### src/sapsel_params.svh
`ifndef SAPSEL_PARAMS_SVH
`define SAPSEL_PARAMS_SVH

// ==========================================================
// converter and address
`define SAPSEL_ADC_W          12
`define SAPSEL_ADDR_W         7
`define SAPSEL_DIGIT_W        4
`define SAPSEL_ADDR_MULT      7'h0C
`define SAPSEL_ADDR_FALLBACK  7'h7E
`define SAPSEL_NUM_BINS       12

// ==========================================================
// bin thresholds, midway between nominal strap voltages
// nominal code ~ 16 * R(kohm); short below, open above
`define SAPSEL_TH_SHORT       12'h240
`define SAPSEL_TH_0_1         12'h2D7
`define SAPSEL_TH_1_2         12'h34B
`define SAPSEL_TH_2_3         12'h3D1
`define SAPSEL_TH_3_4         12'h46A
`define SAPSEL_TH_4_5         12'h51B
`define SAPSEL_TH_5_6         12'h5E5
`define SAPSEL_TH_6_7         12'h6C0
`define SAPSEL_TH_7_8         12'h7C0
`define SAPSEL_TH_8_9         12'h8F0
`define SAPSEL_TH_9_10        12'hA60
`define SAPSEL_TH_10_11       12'hBF8
`define SAPSEL_TH_OPEN        12'hDE0

// ==========================================================
// timing
`define SAPSEL_CLK_MHZ        250
`define SAPSEL_STARTUP_US     20
`define SAPSEL_STARTUP_CYC    (`SAPSEL_STARTUP_US * `SAPSEL_CLK_MHZ)
`define SAPSEL_SETTLE_NS      400
`define SAPSEL_SETTLE_CYC     ((`SAPSEL_SETTLE_NS * `SAPSEL_CLK_MHZ) / 1000)

`endif

### src/sapsel_pkg.sv
`default_nettype none

package sapsel_pkg;
  typedef enum logic [2:0] {
    SAPSEL_ST_DELAY,
    SAPSEL_ST_BIAS,
    SAPSEL_ST_CONV,
    SAPSEL_ST_WAIT,
    SAPSEL_ST_RUN
  } sapsel_state_t;

  typedef enum logic [1:0] {
    SAPSEL_BIN_OK,
    SAPSEL_BIN_SHORT,
    SAPSEL_BIN_OPEN
  } sapsel_bin_t;
endpackage

`default_nettype wire

### src/sapsel_startup.sv
// What this block does
// - drive bias into both address pins and digitise each with the 12-bit converter
// - bus address is twelve times high digit plus low digit, cut to 7 bits (sums above 127 wrap)
// - each pin code maps to a digit 0..11, larger resistance larger digit
// - a shorted pin, below lowest bin, forces address 126
// - an open pin, above highest bin, forces address 126
// - debug port off by default; shared pins serve sequencing, sync, power-good
// - boot-loader entry command in normal operation enables the debug port; one sent during start-up is ignored
// - blank configuration flash at power-up enables the debug port
// - invalid strap found at power-up enables the debug port
// - after supply passes threshold, run start-up delay then begin normal operation
// - external active-low reset held low keeps the device in reset
`timescale 1ns/1ps
`default_nettype none
`include "sapsel_params.svh"

module sapsel_startup #(
  parameter int STARTUP_CYC = `SAPSEL_STARTUP_CYC
) (
  input  wire logic        ref_clk,
  input  wire logic        rst_n,
  input  wire logic        external_reset_low_input,
  input  wire logic        supply_above_threshold,
  input  wire logic        flash_blank,
  input  wire logic        bootload_cmd,
  output logic             bias_en_hi,
  output logic             bias_en_lo,
  output logic             adc_start,
  output logic             adc_sel_hi,
  input  wire logic        adc_done,
  input  wire logic [11:0] adc_code,
  output logic [6:0]       bus_addr,
  output logic             addr_valid,
  output logic             debug_port_en,
  output logic             shared_pins_func,
  output logic             run
);
  import sapsel_pkg::*;

  localparam int SETTLE = (`SAPSEL_SETTLE_CYC < 1) ? 1 : `SAPSEL_SETTLE_CYC;

  // ==========================================================
  // state
  sapsel_state_t state_ff,   nxt_state;
  logic [31:0]   cnt_ff,     nxt_cnt;
  logic          pin_ff,     nxt_pin;
  logic [11:0]   code_hi_ff, nxt_code_hi;
  logic [11:0]   code_lo_ff, nxt_code_lo;
  logic [6:0]    addr_ff,    nxt_addr;
  logic          valid_ff,   nxt_valid;
  logic          dbg_ff,     nxt_dbg;
  logic          bias_hi_ff, nxt_bias_hi;
  logic          bias_lo_ff, nxt_bias_lo;
  logic          start_ff,   nxt_start;
  logic          run_ff,     nxt_run;
  logic          blank_ff,   nxt_blank;
  logic          shared_ff,  nxt_shared;
  logic [6:0]    dec_addr;
  logic          dec_bad;
  logic          hold_rst;

  sapsel_addr_select u_sel (
    .code_hi   (code_hi_ff),
    .code_lo   (code_lo_ff),
    .addr      (dec_addr),
    .strap_bad (dec_bad)
  );

  // a held-low pin restarts the whole sequence synchronously
  assign hold_rst = !external_reset_low_input || !supply_above_threshold;

  // ==========================================================
  // sequencer
  always_comb begin
    nxt_state   = state_ff;
    nxt_cnt     = cnt_ff;
    nxt_pin     = pin_ff;
    nxt_code_hi = code_hi_ff;
    nxt_code_lo = code_lo_ff;
    nxt_addr    = addr_ff;
    nxt_valid   = valid_ff;
    nxt_dbg     = dbg_ff;
    nxt_bias_hi = 1'b0;
    nxt_bias_lo = 1'b0;
    nxt_start   = 1'b0;
    nxt_run     = run_ff;
    nxt_blank   = blank_ff;
    unique case (state_ff)
      SAPSEL_ST_DELAY: begin
        if (cnt_ff >= 32'(STARTUP_CYC - 1)) begin
          nxt_state = SAPSEL_ST_BIAS;
          nxt_cnt   = 32'h0;
          nxt_pin   = 1'b1;
          nxt_blank = flash_blank;
        end else begin
          nxt_cnt = cnt_ff + 32'h1;
        end
      end
      SAPSEL_ST_BIAS: begin
        nxt_bias_hi = pin_ff;
        nxt_bias_lo = !pin_ff;
        if (cnt_ff >= 32'(SETTLE - 1)) begin
          nxt_state = SAPSEL_ST_CONV;
          nxt_start = 1'b1;
          nxt_cnt   = 32'h0;
        end else begin
          nxt_cnt = cnt_ff + 32'h1;
        end
      end
      SAPSEL_ST_CONV: begin
        nxt_bias_hi = pin_ff;
        nxt_bias_lo = !pin_ff;
        if (adc_done) begin
          if (pin_ff) begin
            nxt_code_hi = adc_code;
            nxt_pin     = 1'b0;
            nxt_state   = SAPSEL_ST_BIAS;
          end else begin
            nxt_code_lo = adc_code;
            nxt_state   = SAPSEL_ST_WAIT;
          end
        end
      end
      SAPSEL_ST_WAIT: begin
        // codes now registered; latch once and hold until reset
        nxt_addr  = dec_addr;
        nxt_valid = 1'b1;
        nxt_dbg   = dbg_ff || dec_bad || blank_ff;
        nxt_run   = 1'b1;
        nxt_state = SAPSEL_ST_RUN;
      end
      SAPSEL_ST_RUN: begin
        if (bootload_cmd) begin
          nxt_dbg = 1'b1;
        end
      end
    endcase
    if (hold_rst) begin
      nxt_state = SAPSEL_ST_DELAY;
      nxt_cnt   = 32'h0;
      nxt_valid = 1'b0;
      nxt_dbg   = 1'b0;
      nxt_run   = 1'b0;
      nxt_addr  = `SAPSEL_ADDR_FALLBACK;
      nxt_pin   = 1'b1;
      nxt_blank = 1'b0;
      // a cut sequence must not leave bias current or a start pulse behind
      nxt_bias_hi = 1'b0;
      nxt_bias_lo = 1'b0;
      nxt_start   = 1'b0;
    end
    // own flop so the pin-function output is registered, not an inverter
    nxt_shared = !nxt_dbg;
  end

  always_ff @(posedge ref_clk or negedge rst_n) begin
    if (!rst_n) begin
      state_ff   <= SAPSEL_ST_DELAY;
      cnt_ff     <= 32'h0;
      pin_ff     <= 1'b1;
      code_hi_ff <= 12'h000;
      code_lo_ff <= 12'h000;
      addr_ff    <= `SAPSEL_ADDR_FALLBACK;
      valid_ff   <= 1'b0;
      dbg_ff     <= 1'b0;
      bias_hi_ff <= 1'b0;
      bias_lo_ff <= 1'b0;
      start_ff   <= 1'b0;
      run_ff     <= 1'b0;
      blank_ff   <= 1'b0;
      shared_ff  <= 1'b1;
    end else begin
      state_ff   <= nxt_state;
      cnt_ff     <= nxt_cnt;
      pin_ff     <= nxt_pin;
      code_hi_ff <= nxt_code_hi;
      code_lo_ff <= nxt_code_lo;
      addr_ff    <= nxt_addr;
      valid_ff   <= nxt_valid;
      dbg_ff     <= nxt_dbg;
      bias_hi_ff <= nxt_bias_hi;
      bias_lo_ff <= nxt_bias_lo;
      start_ff   <= nxt_start;
      run_ff     <= nxt_run;
      blank_ff   <= nxt_blank;
      shared_ff  <= nxt_shared;
    end
  end

  // ==========================================================
  // outputs
  assign bias_en_hi       = bias_hi_ff;
  assign bias_en_lo       = bias_lo_ff;
  assign adc_start        = start_ff;
  assign adc_sel_hi       = pin_ff;
  assign bus_addr         = addr_ff;
  assign addr_valid       = valid_ff;
  assign debug_port_en    = dbg_ff;
  assign shared_pins_func = shared_ff;
  assign run              = run_ff;

  // ==========================================================
  // assertions
  property p_addr_hold;
    @(posedge ref_clk) disable iff (!rst_n)
      (valid_ff && $past(valid_ff) && !hold_rst) |-> $stable(addr_ff);
  endproperty
  a_addr_hold: assert property (p_addr_hold) else $error("address changed while held");

  property p_fallback;
    @(posedge ref_clk) disable iff (!rst_n)
      (state_ff == SAPSEL_ST_WAIT && dec_bad && !hold_rst) |=> (addr_ff == 7'h7E && dbg_ff);
  endproperty
  a_fallback: assert property (p_fallback) else $error("bad strap did not give 126 and debug");

  property p_combine;
    @(posedge ref_clk) disable iff (!rst_n)
      (state_ff == SAPSEL_ST_WAIT && !dec_bad && !hold_rst)
        |=> (addr_ff == 7'($past(u_sel.digit_hi) * 12 + $past(u_sel.digit_lo)));
  endproperty
  a_combine: assert property (p_combine) else $error("address is not 12*hi+lo");

  property p_ext_reset;
    @(posedge ref_clk) disable iff (!rst_n)
      !external_reset_low_input |=> (!run_ff && !valid_ff && state_ff == SAPSEL_ST_DELAY);
  endproperty
  a_ext_reset: assert property (p_ext_reset) else $error("not held in reset");

  property p_boot;
    @(posedge ref_clk) disable iff (!rst_n)
      (state_ff == SAPSEL_ST_RUN && bootload_cmd && !hold_rst) |=> dbg_ff;
  endproperty
  a_boot: assert property (p_boot) else $error("boot command did not enable debug port");

  property p_blank;
    @(posedge ref_clk) disable iff (!rst_n)
      (state_ff == SAPSEL_ST_WAIT && blank_ff && !hold_rst) |=> dbg_ff;
  endproperty
  a_blank: assert property (p_blank) else $error("blank flash did not enable debug port");

  property p_default_off;
    @(posedge ref_clk) disable iff (!rst_n)
      hold_rst |=> (!dbg_ff && shared_pins_func);
  endproperty
  a_default_off: assert property (p_default_off) else $error("debug port on during reset");

  property p_run_after_delay;
    @(posedge ref_clk) disable iff (!rst_n)
      $rose(run_ff) |-> $past(state_ff) == SAPSEL_ST_WAIT;
  endproperty
  a_run_after_delay: assert property (p_run_after_delay) else $error("run began outside sequence");

  property p_bias;
    @(posedge ref_clk) disable iff (!rst_n)
      $rose(start_ff) |-> (bias_hi_ff || bias_lo_ff);
  endproperty
  a_bias: assert property (p_bias) else $error("conversion without bias current");

  property p_shared_inverse;
    @(posedge ref_clk) disable iff (!rst_n)
      shared_ff == !dbg_ff;
  endproperty
  a_shared_inverse: assert property (p_shared_inverse) else $error("shared pins wrong");

  property p_invalid_strap;
    @(posedge ref_clk) disable iff (!rst_n)
      (state_ff == SAPSEL_ST_WAIT && dec_bad && !hold_rst) |=> dbg_ff;
  endproperty
  a_invalid_strap: assert property (p_invalid_strap) else $error("bad strap left debug off");

  property p_start_pulse;
    @(posedge ref_clk) disable iff (!rst_n)
      start_ff |=> !start_ff;
  endproperty
  a_start_pulse: assert property (p_start_pulse) else $error("start longer than one cycle");

  property p_bias_one_pin;
    @(posedge ref_clk) disable iff (!rst_n)
      !(bias_hi_ff && bias_lo_ff);
  endproperty
  a_bias_one_pin: assert property (p_bias_one_pin) else $error("bias on both pins");

  property p_valid_stays;
    @(posedge ref_clk) disable iff (!rst_n)
      (valid_ff && !hold_rst) |=> valid_ff;
  endproperty
  a_valid_stays: assert property (p_valid_stays) else $error("address valid dropped");

  property p_dbg_stays;
    @(posedge ref_clk) disable iff (!rst_n)
      (dbg_ff && !hold_rst) |=> dbg_ff;
  endproperty
  a_dbg_stays: assert property (p_dbg_stays) else $error("debug port dropped");

  property p_delay_len;
    @(posedge ref_clk) disable iff (!rst_n)
      (state_ff == SAPSEL_ST_DELAY && cnt_ff < 32'(STARTUP_CYC - 1)) |=> state_ff == SAPSEL_ST_DELAY;
  endproperty
  a_delay_len: assert property (p_delay_len) else $error("start-up delay cut short");

  property p_run_valid;
    @(posedge ref_clk) disable iff (!rst_n)
      run_ff |-> valid_ff;
  endproperty
  a_run_valid: assert property (p_run_valid) else $error("run without address");

  property p_code_hold;
    @(posedge ref_clk) disable iff (!rst_n)
      (state_ff == SAPSEL_ST_RUN && $past(state_ff) == SAPSEL_ST_RUN)
        |-> ($stable(code_hi_ff) && $stable(code_lo_ff));
  endproperty
  a_code_hold: assert property (p_code_hold) else $error("pin codes changed in run");

  property p_reset_quiet;
    @(posedge ref_clk) disable iff (!rst_n)
      hold_rst |=> (!bias_hi_ff && !bias_lo_ff && !start_ff);
  endproperty
  a_reset_quiet: assert property (p_reset_quiet) else $error("bias or start during reset");
endmodule

`default_nettype wire

### src/sapsel_bin_decode.sv
`timescale 1ns/1ps
`default_nettype none
`include "sapsel_params.svh"

module sapsel_bin_decode (
  input  wire logic [11:0]          code,
  output logic      [3:0]           digit,
  output sapsel_pkg::sapsel_bin_t   status
);
  import sapsel_pkg::*;

  // ==========================================================
  // thresholds, ascending
  localparam logic [11:0] TH [0:10] = '{
    `SAPSEL_TH_0_1, `SAPSEL_TH_1_2, `SAPSEL_TH_2_3, `SAPSEL_TH_3_4,
    `SAPSEL_TH_4_5, `SAPSEL_TH_5_6, `SAPSEL_TH_6_7, `SAPSEL_TH_7_8,
    `SAPSEL_TH_8_9, `SAPSEL_TH_9_10, `SAPSEL_TH_10_11};

  // ==========================================================
  // larger code gives larger digit
  always_comb begin
    digit = 4'h0;
    for (int i = 0; i < 11; i++) begin
      if (code >= TH[i]) begin
        digit = 4'(i + 1);
      end
    end
    if (code < `SAPSEL_TH_SHORT) begin
      status = SAPSEL_BIN_SHORT;
    end else if (code > `SAPSEL_TH_OPEN) begin
      status = SAPSEL_BIN_OPEN;
    end else begin
      status = SAPSEL_BIN_OK;
    end
  end
endmodule

`default_nettype wire

### src/sapsel_addr_select.sv
`timescale 1ns/1ps
`default_nettype none
`include "sapsel_params.svh"

module sapsel_addr_select (
  input  wire logic [11:0]          code_hi,
  input  wire logic [11:0]          code_lo,
  output logic      [6:0]           addr,
  output logic                      strap_bad
);
  import sapsel_pkg::*;

  logic        [3:0]  digit_hi;
  logic        [3:0]  digit_lo;
  sapsel_bin_t        stat_hi;
  sapsel_bin_t        stat_lo;
  logic        [6:0]  sum;

  sapsel_bin_decode u_hi (
    .code   (code_hi),
    .digit  (digit_hi),
    .status (stat_hi)
  );

  sapsel_bin_decode u_lo (
    .code   (code_lo),
    .digit  (digit_lo),
    .status (stat_lo)
  );

  // ==========================================================
  // address combine with fallback
  always_comb begin
    sum       = 7'(`SAPSEL_ADDR_MULT * {3'h0, digit_hi}) + {3'h0, digit_lo};
    strap_bad = (stat_hi != SAPSEL_BIN_OK) || (stat_lo != SAPSEL_BIN_OK);
    addr      = strap_bad ? `SAPSEL_ADDR_FALLBACK : sum;
  end
endmodule

`default_nettype wire

### config.mk
export PLATFORM = sky130hd
export DESIGN_NAME = sapsel_startup
export DESIGN_NICKNAME = d
export VERILOG_FILES = /design/src/sapsel_pkg.sv /design/src/sapsel_startup.sv /design/src/sapsel_bin_decode.sv /design/src/sapsel_addr_select.sv
export VERILOG_INCLUDE_DIRS = /design/src
export SDC_FILE = /design/constraint.sdc
export NUM_CORES = 1
export LEC_CHECK = 0
export ABC_AREA = 1
export BUFFER_PORTS_ARGS = -buffer_cell sky130_fd_sc_hd__buf_2
export CAP_MARGIN = 20
export CORE_MARGIN = 5
export CORE_UTILIZATION = 38
export CTS_CLUSTER_DIAMETER = 150
export DETAILED_ROUTE_END_ITERATION = 16
export PLACE_DENSITY_LB_ADDON = 0.3
export SYNTH_ARGS = -nofsm -noshare
export SYNTH_HDL_FRONTEND = slang
export SYNTH_SLANG_ARGS = --single-unit
### constraint.sdc
create_clock -name ref_clk -period 7 [get_ports ref_clk]
set_input_delay 1.4 -clock ref_clk [delete_from_list [all_inputs] [get_ports ref_clk]]
set_output_delay 1.4 -clock ref_clk [all_outputs]
set_load 0.005 [all_outputs]
==> key figures <==
Run status
  – Status: finished, final reports clean

Logic synthesis
  – Post-Synth Simple-Gate Area: 30.2%
  – Mapped Nets: 593
  – Post-Synth Adder-Cell Area: 2.71%
  – Synthesized area: 4250 µm²
  – Compound-Gate Fraction of Synth Area: 12.6%
  – Synth warn: 0
  – Mean Syn Cell Area: 7.50 µm²
  – Prevailing post-synth register cell: dfrtp_1
  – Post-synthesis xor/xnor area fraction: 1.44%
  – Syn Inst Count: 566
  – Synth Register Bits: 74
  – Async SR Flop Fraction: 100%
  – Post-synth EDFFs: 0
  – Unique masters post-synth: 51
  – Main combinational cell family by area after synthesis: simple AND/OR/NAND/NOR gates
  – Seq/Total Area, Yosys: 43.9%
  – Post-synthesis mux area share: 0%

Critical path
  – CP Depth: 20
  – Worst Reg-to-Reg Cells: 20
  – Arrival time at the worst endpoint: 3270 ps
  – Top cell family by delay on the critical path: simple AND/OR/NAND/NOR gates
  – Critical Path Most Common Cell: nand2_1
  – CP Launch Type: register
  – Worst EP required: 7280 ps
  – Worst path cell trace: inv_2 > nand3_1 > o21ai_1 > nand2_1 > a21boi_1 > nand2_1 > nand2_1 > nand2_1 > nand2_1 > nand2_1 > nand2_1 > nand2_1 > nand2_1 > nand3_1 > ha_1 > fa_1 > xnor2_1 > nor3_1 > or2_0 > a31oi_1
  – Buf+Inv Stages, Crit Path: 1
  – Critical-path maximum fanout: 5
  – Slowest CP cell: dfrtp_1
  – Delay of the slowest critical-path stage: 450 ps
  – Crit end category: register
  – WS Path Type: reg -> reg

Global routing
  – Vias in the first global route: 3662
  – Antenna violations before repair: 0
  – Largest net degree at the start of global routing: 75
  – Overall Global Routing Usage: 15.5%
  – Global-route wire length before repair: 16.6 mm
  – GRT overflow: 0

Detailed routing
  – Avg WL per Cell: 12.6 µm
  – Antenna Nets Post-Route: 0
  – # DRC: 0
  – Post-Route WL: 9.35 mm
  – Pre-antenna DRT Iters: 4
  – Routed vias: 3698
  – Drt first-iter violations: 250
  – Via-per-instance ratio: 4.97

STA
  – Max Transition Viols Final: 0
  – # setup viols final: 0
  – RSZ-0062 raised after global routing: no
  – Final hold vios: 0
  – Max-slew headroom: 47.7%
  – Final worst-path cycle share: 42.7%
  – Fmax: 335 MHz
  – Slew at the pin closest to its max-slew limit: 783 ps
  – Total negative slack: 0 ps
  – Final setup skew: 11.0 ps
  – Final worst path period need: 2990 ps

Layout
  – P&R area growth vs syn: 12.4%
  – Ant diodes: 0
  – Filler Cells Inserted: 1086
  – Share of layout cells above drive strength 1: 14.1%
  – Layout Nets: 626

Place
  – DP Wirelength: 6.89 mm
  – Port bufs: 33
  – Gp weighted congestion: 0.902

Power and ir drop
  – Pleak: 2.33 nW
  – Power per cell area: 270 nW/µm²
  – Peak VDD IR: 91.3 µV
  – Tot Pwr: 1.29 mW

Clocking
  – Clock Path Buffers: 2
  – Hold Buf Count CTS: 0
  – CTS clk-pin slew, worst paths: 80 ps
  – Clock sinks: 74
  – Post_cts resized: 0
  – H-tree lvl count: 3
  – CTS Buf Count: 9
  – Root Driver: clkbuf_8
  – Clk_lat worst skew: 350 ps
  – # Post-CTS Setup Buffers: 0
  – CTS tree: yes

Die
  – Die ar.: 13400 µm²
  – Initial core utilization: 39.0%
  – Standard-cell rows: 38
  – I/O pin count: 34
  – Core ar.: 10900 µm²
  – Die height: 116 µm
  – Die W: 116 µm

Worst hold path
  – Worst min path class: reg -> reg
  – Hold Path Depth: 2

Job
  – Max cap viols: 0
layer usage:
layer | part of all wire [%] | vias up | track usage (%)
met5 | 0 | - | 0
met4 | 2.2 | 0 | 6.65
met3 | 3.1 | 21 | 3.24
met2 | 47 | 57 | 25.3
met1 | 47 | 1719 | 19.9
li1 | - | 1901 | -
state kept, by name, indices dropped and copies added (netlist names):
name	flops
adc_start	1
bias_en_lo	1
adc_sel_hi	1
bias_en_hi	1
shared_pins_func	1
state_ff	3
blank_ff	1
run	1
bus_addr	7
code_lo_ff	12
cnt_ff	32
debug_port_en	1
code_hi_ff	12
area by class of cell:
class | instances | area [µm²] | area share, %
Multi-Input combinational cell | 393 | 1990 | 41.8
Sequential cell | 74 | 1860 | 39.0
Inverter | 87 | 327 | 6.84
Timing Repair Buffer | 34 | 188 | 3.93
Tap cell | 140 | 175 | 3.67
Clock buffer | 12 | 155 | 3.25
Clock inverter | 4 | 73.8 | 1.55
final timing paths:
check                               from     endpoint  slack, ps
max in group asynchronous          rst_n  bus_addr[4]       5380
min                           cnt_ff[24]   cnt_ff[24]        500
min reg2reg                   cnt_ff[24]   cnt_ff[24]        500
max                        code_hi_ff[3]  bus_addr[6]       4010
min in group asynchronous          rst_n   cnt_ff[16]        990
max reg2reg                code_hi_ff[3]  bus_addr[6]       4010
logic make-up after synthesis:
logic type,count (synthesis)
flops,74
simple gates,287
fa+ha+maj,8
xor+xnor,7
compound gates,91
buf+inv,99
power by group:
group	switching, mW	total [mW]	internal (mW)
combinational	0.233	0.381	0.148
sequential	0.0596	0.528	0.469
clock	0.160	0.380	0.221
worst reg2reg max path: cells and delay by family (launching register included):
kind | cells | cell delay, ps
compound gates | 3 | 470
xor+xnor | 1 | 240
fa+ha+maj | 2 | 610
buf+inv | 1 | 100
flops | 1 | 450
simple gates | 13 | 1060
per-stage QoR:
| stage | cells | hold slack (ps) | util [%] | cell area (µm²) | worst slack (ps) |
|---|---|---|---|---|---|
| after CTS | 743 | 499 | 43.7 | 4750 | 4010 |
| final | 744 | 496 | 43.8 | 4770 | 4010 |
| after global routing | 744 | 518 | 43.8 | 4770 | 3610 |
| after detailed placement | 727 | 484 | 41.6 | 4520 | 3720 |
| after global placement | 727 | 465 | 41.6 | 4520 | 3770 |
| after floorplan | 566 | 445 | - | 4250 | 4240 |
cells in the mapped netlist (2+ instances only):
cell	number	area [µm²]
a21oi_1	16	80.1
a31oi_1	7	43.8
buf_2	5	25.0
clkbuf_1	3	11.3
dfrtp_1	66	1650
dfstp_2	8	210
fa_1	2	40.0
ha_1	6	75.1
inv_1	79	297
inv_2	8	30.0
nand2_1	128	480
nand3_1	25	125
nand3_2	2	20.0
nand4_1	12	75.1
nor2_1	83	312
nor2_2	2	12.5
nor2_4	2	22.5
nor3_1	13	65.1
nor3_2	3	30.0
nor4_1	7	43.8
o211ai_1	3	22.5
o21ai_0	40	200
o21ai_1	9	45.0
o31ai_1	3	22.5
or2_2	3	18.8
xnor2_1	2	17.5
xor2_1	5	43.8
cell usage in the layout, fill, tap and decap left out, types with 3 or more instances in the layout:
cell type and count:
o21ai_1 9, ha_1 6, nand2_1 128, nand4_1 12, o21ai_0 40, xor2_1 5
dfstp_2 8, inv_2 8, nor2_1 83, nor3_2 3, or2_2 3, nor3_1 13
nand3_1 25, o211ai_1 3, inv_1 79, dfrtp_1 66, clkbuf_8 11, a31oi_1 7
a21oi_1 16, nor4_1 7, buf_2 32, o31ai_1 3
Note: power is estimated with default switching activity, not from simulation.
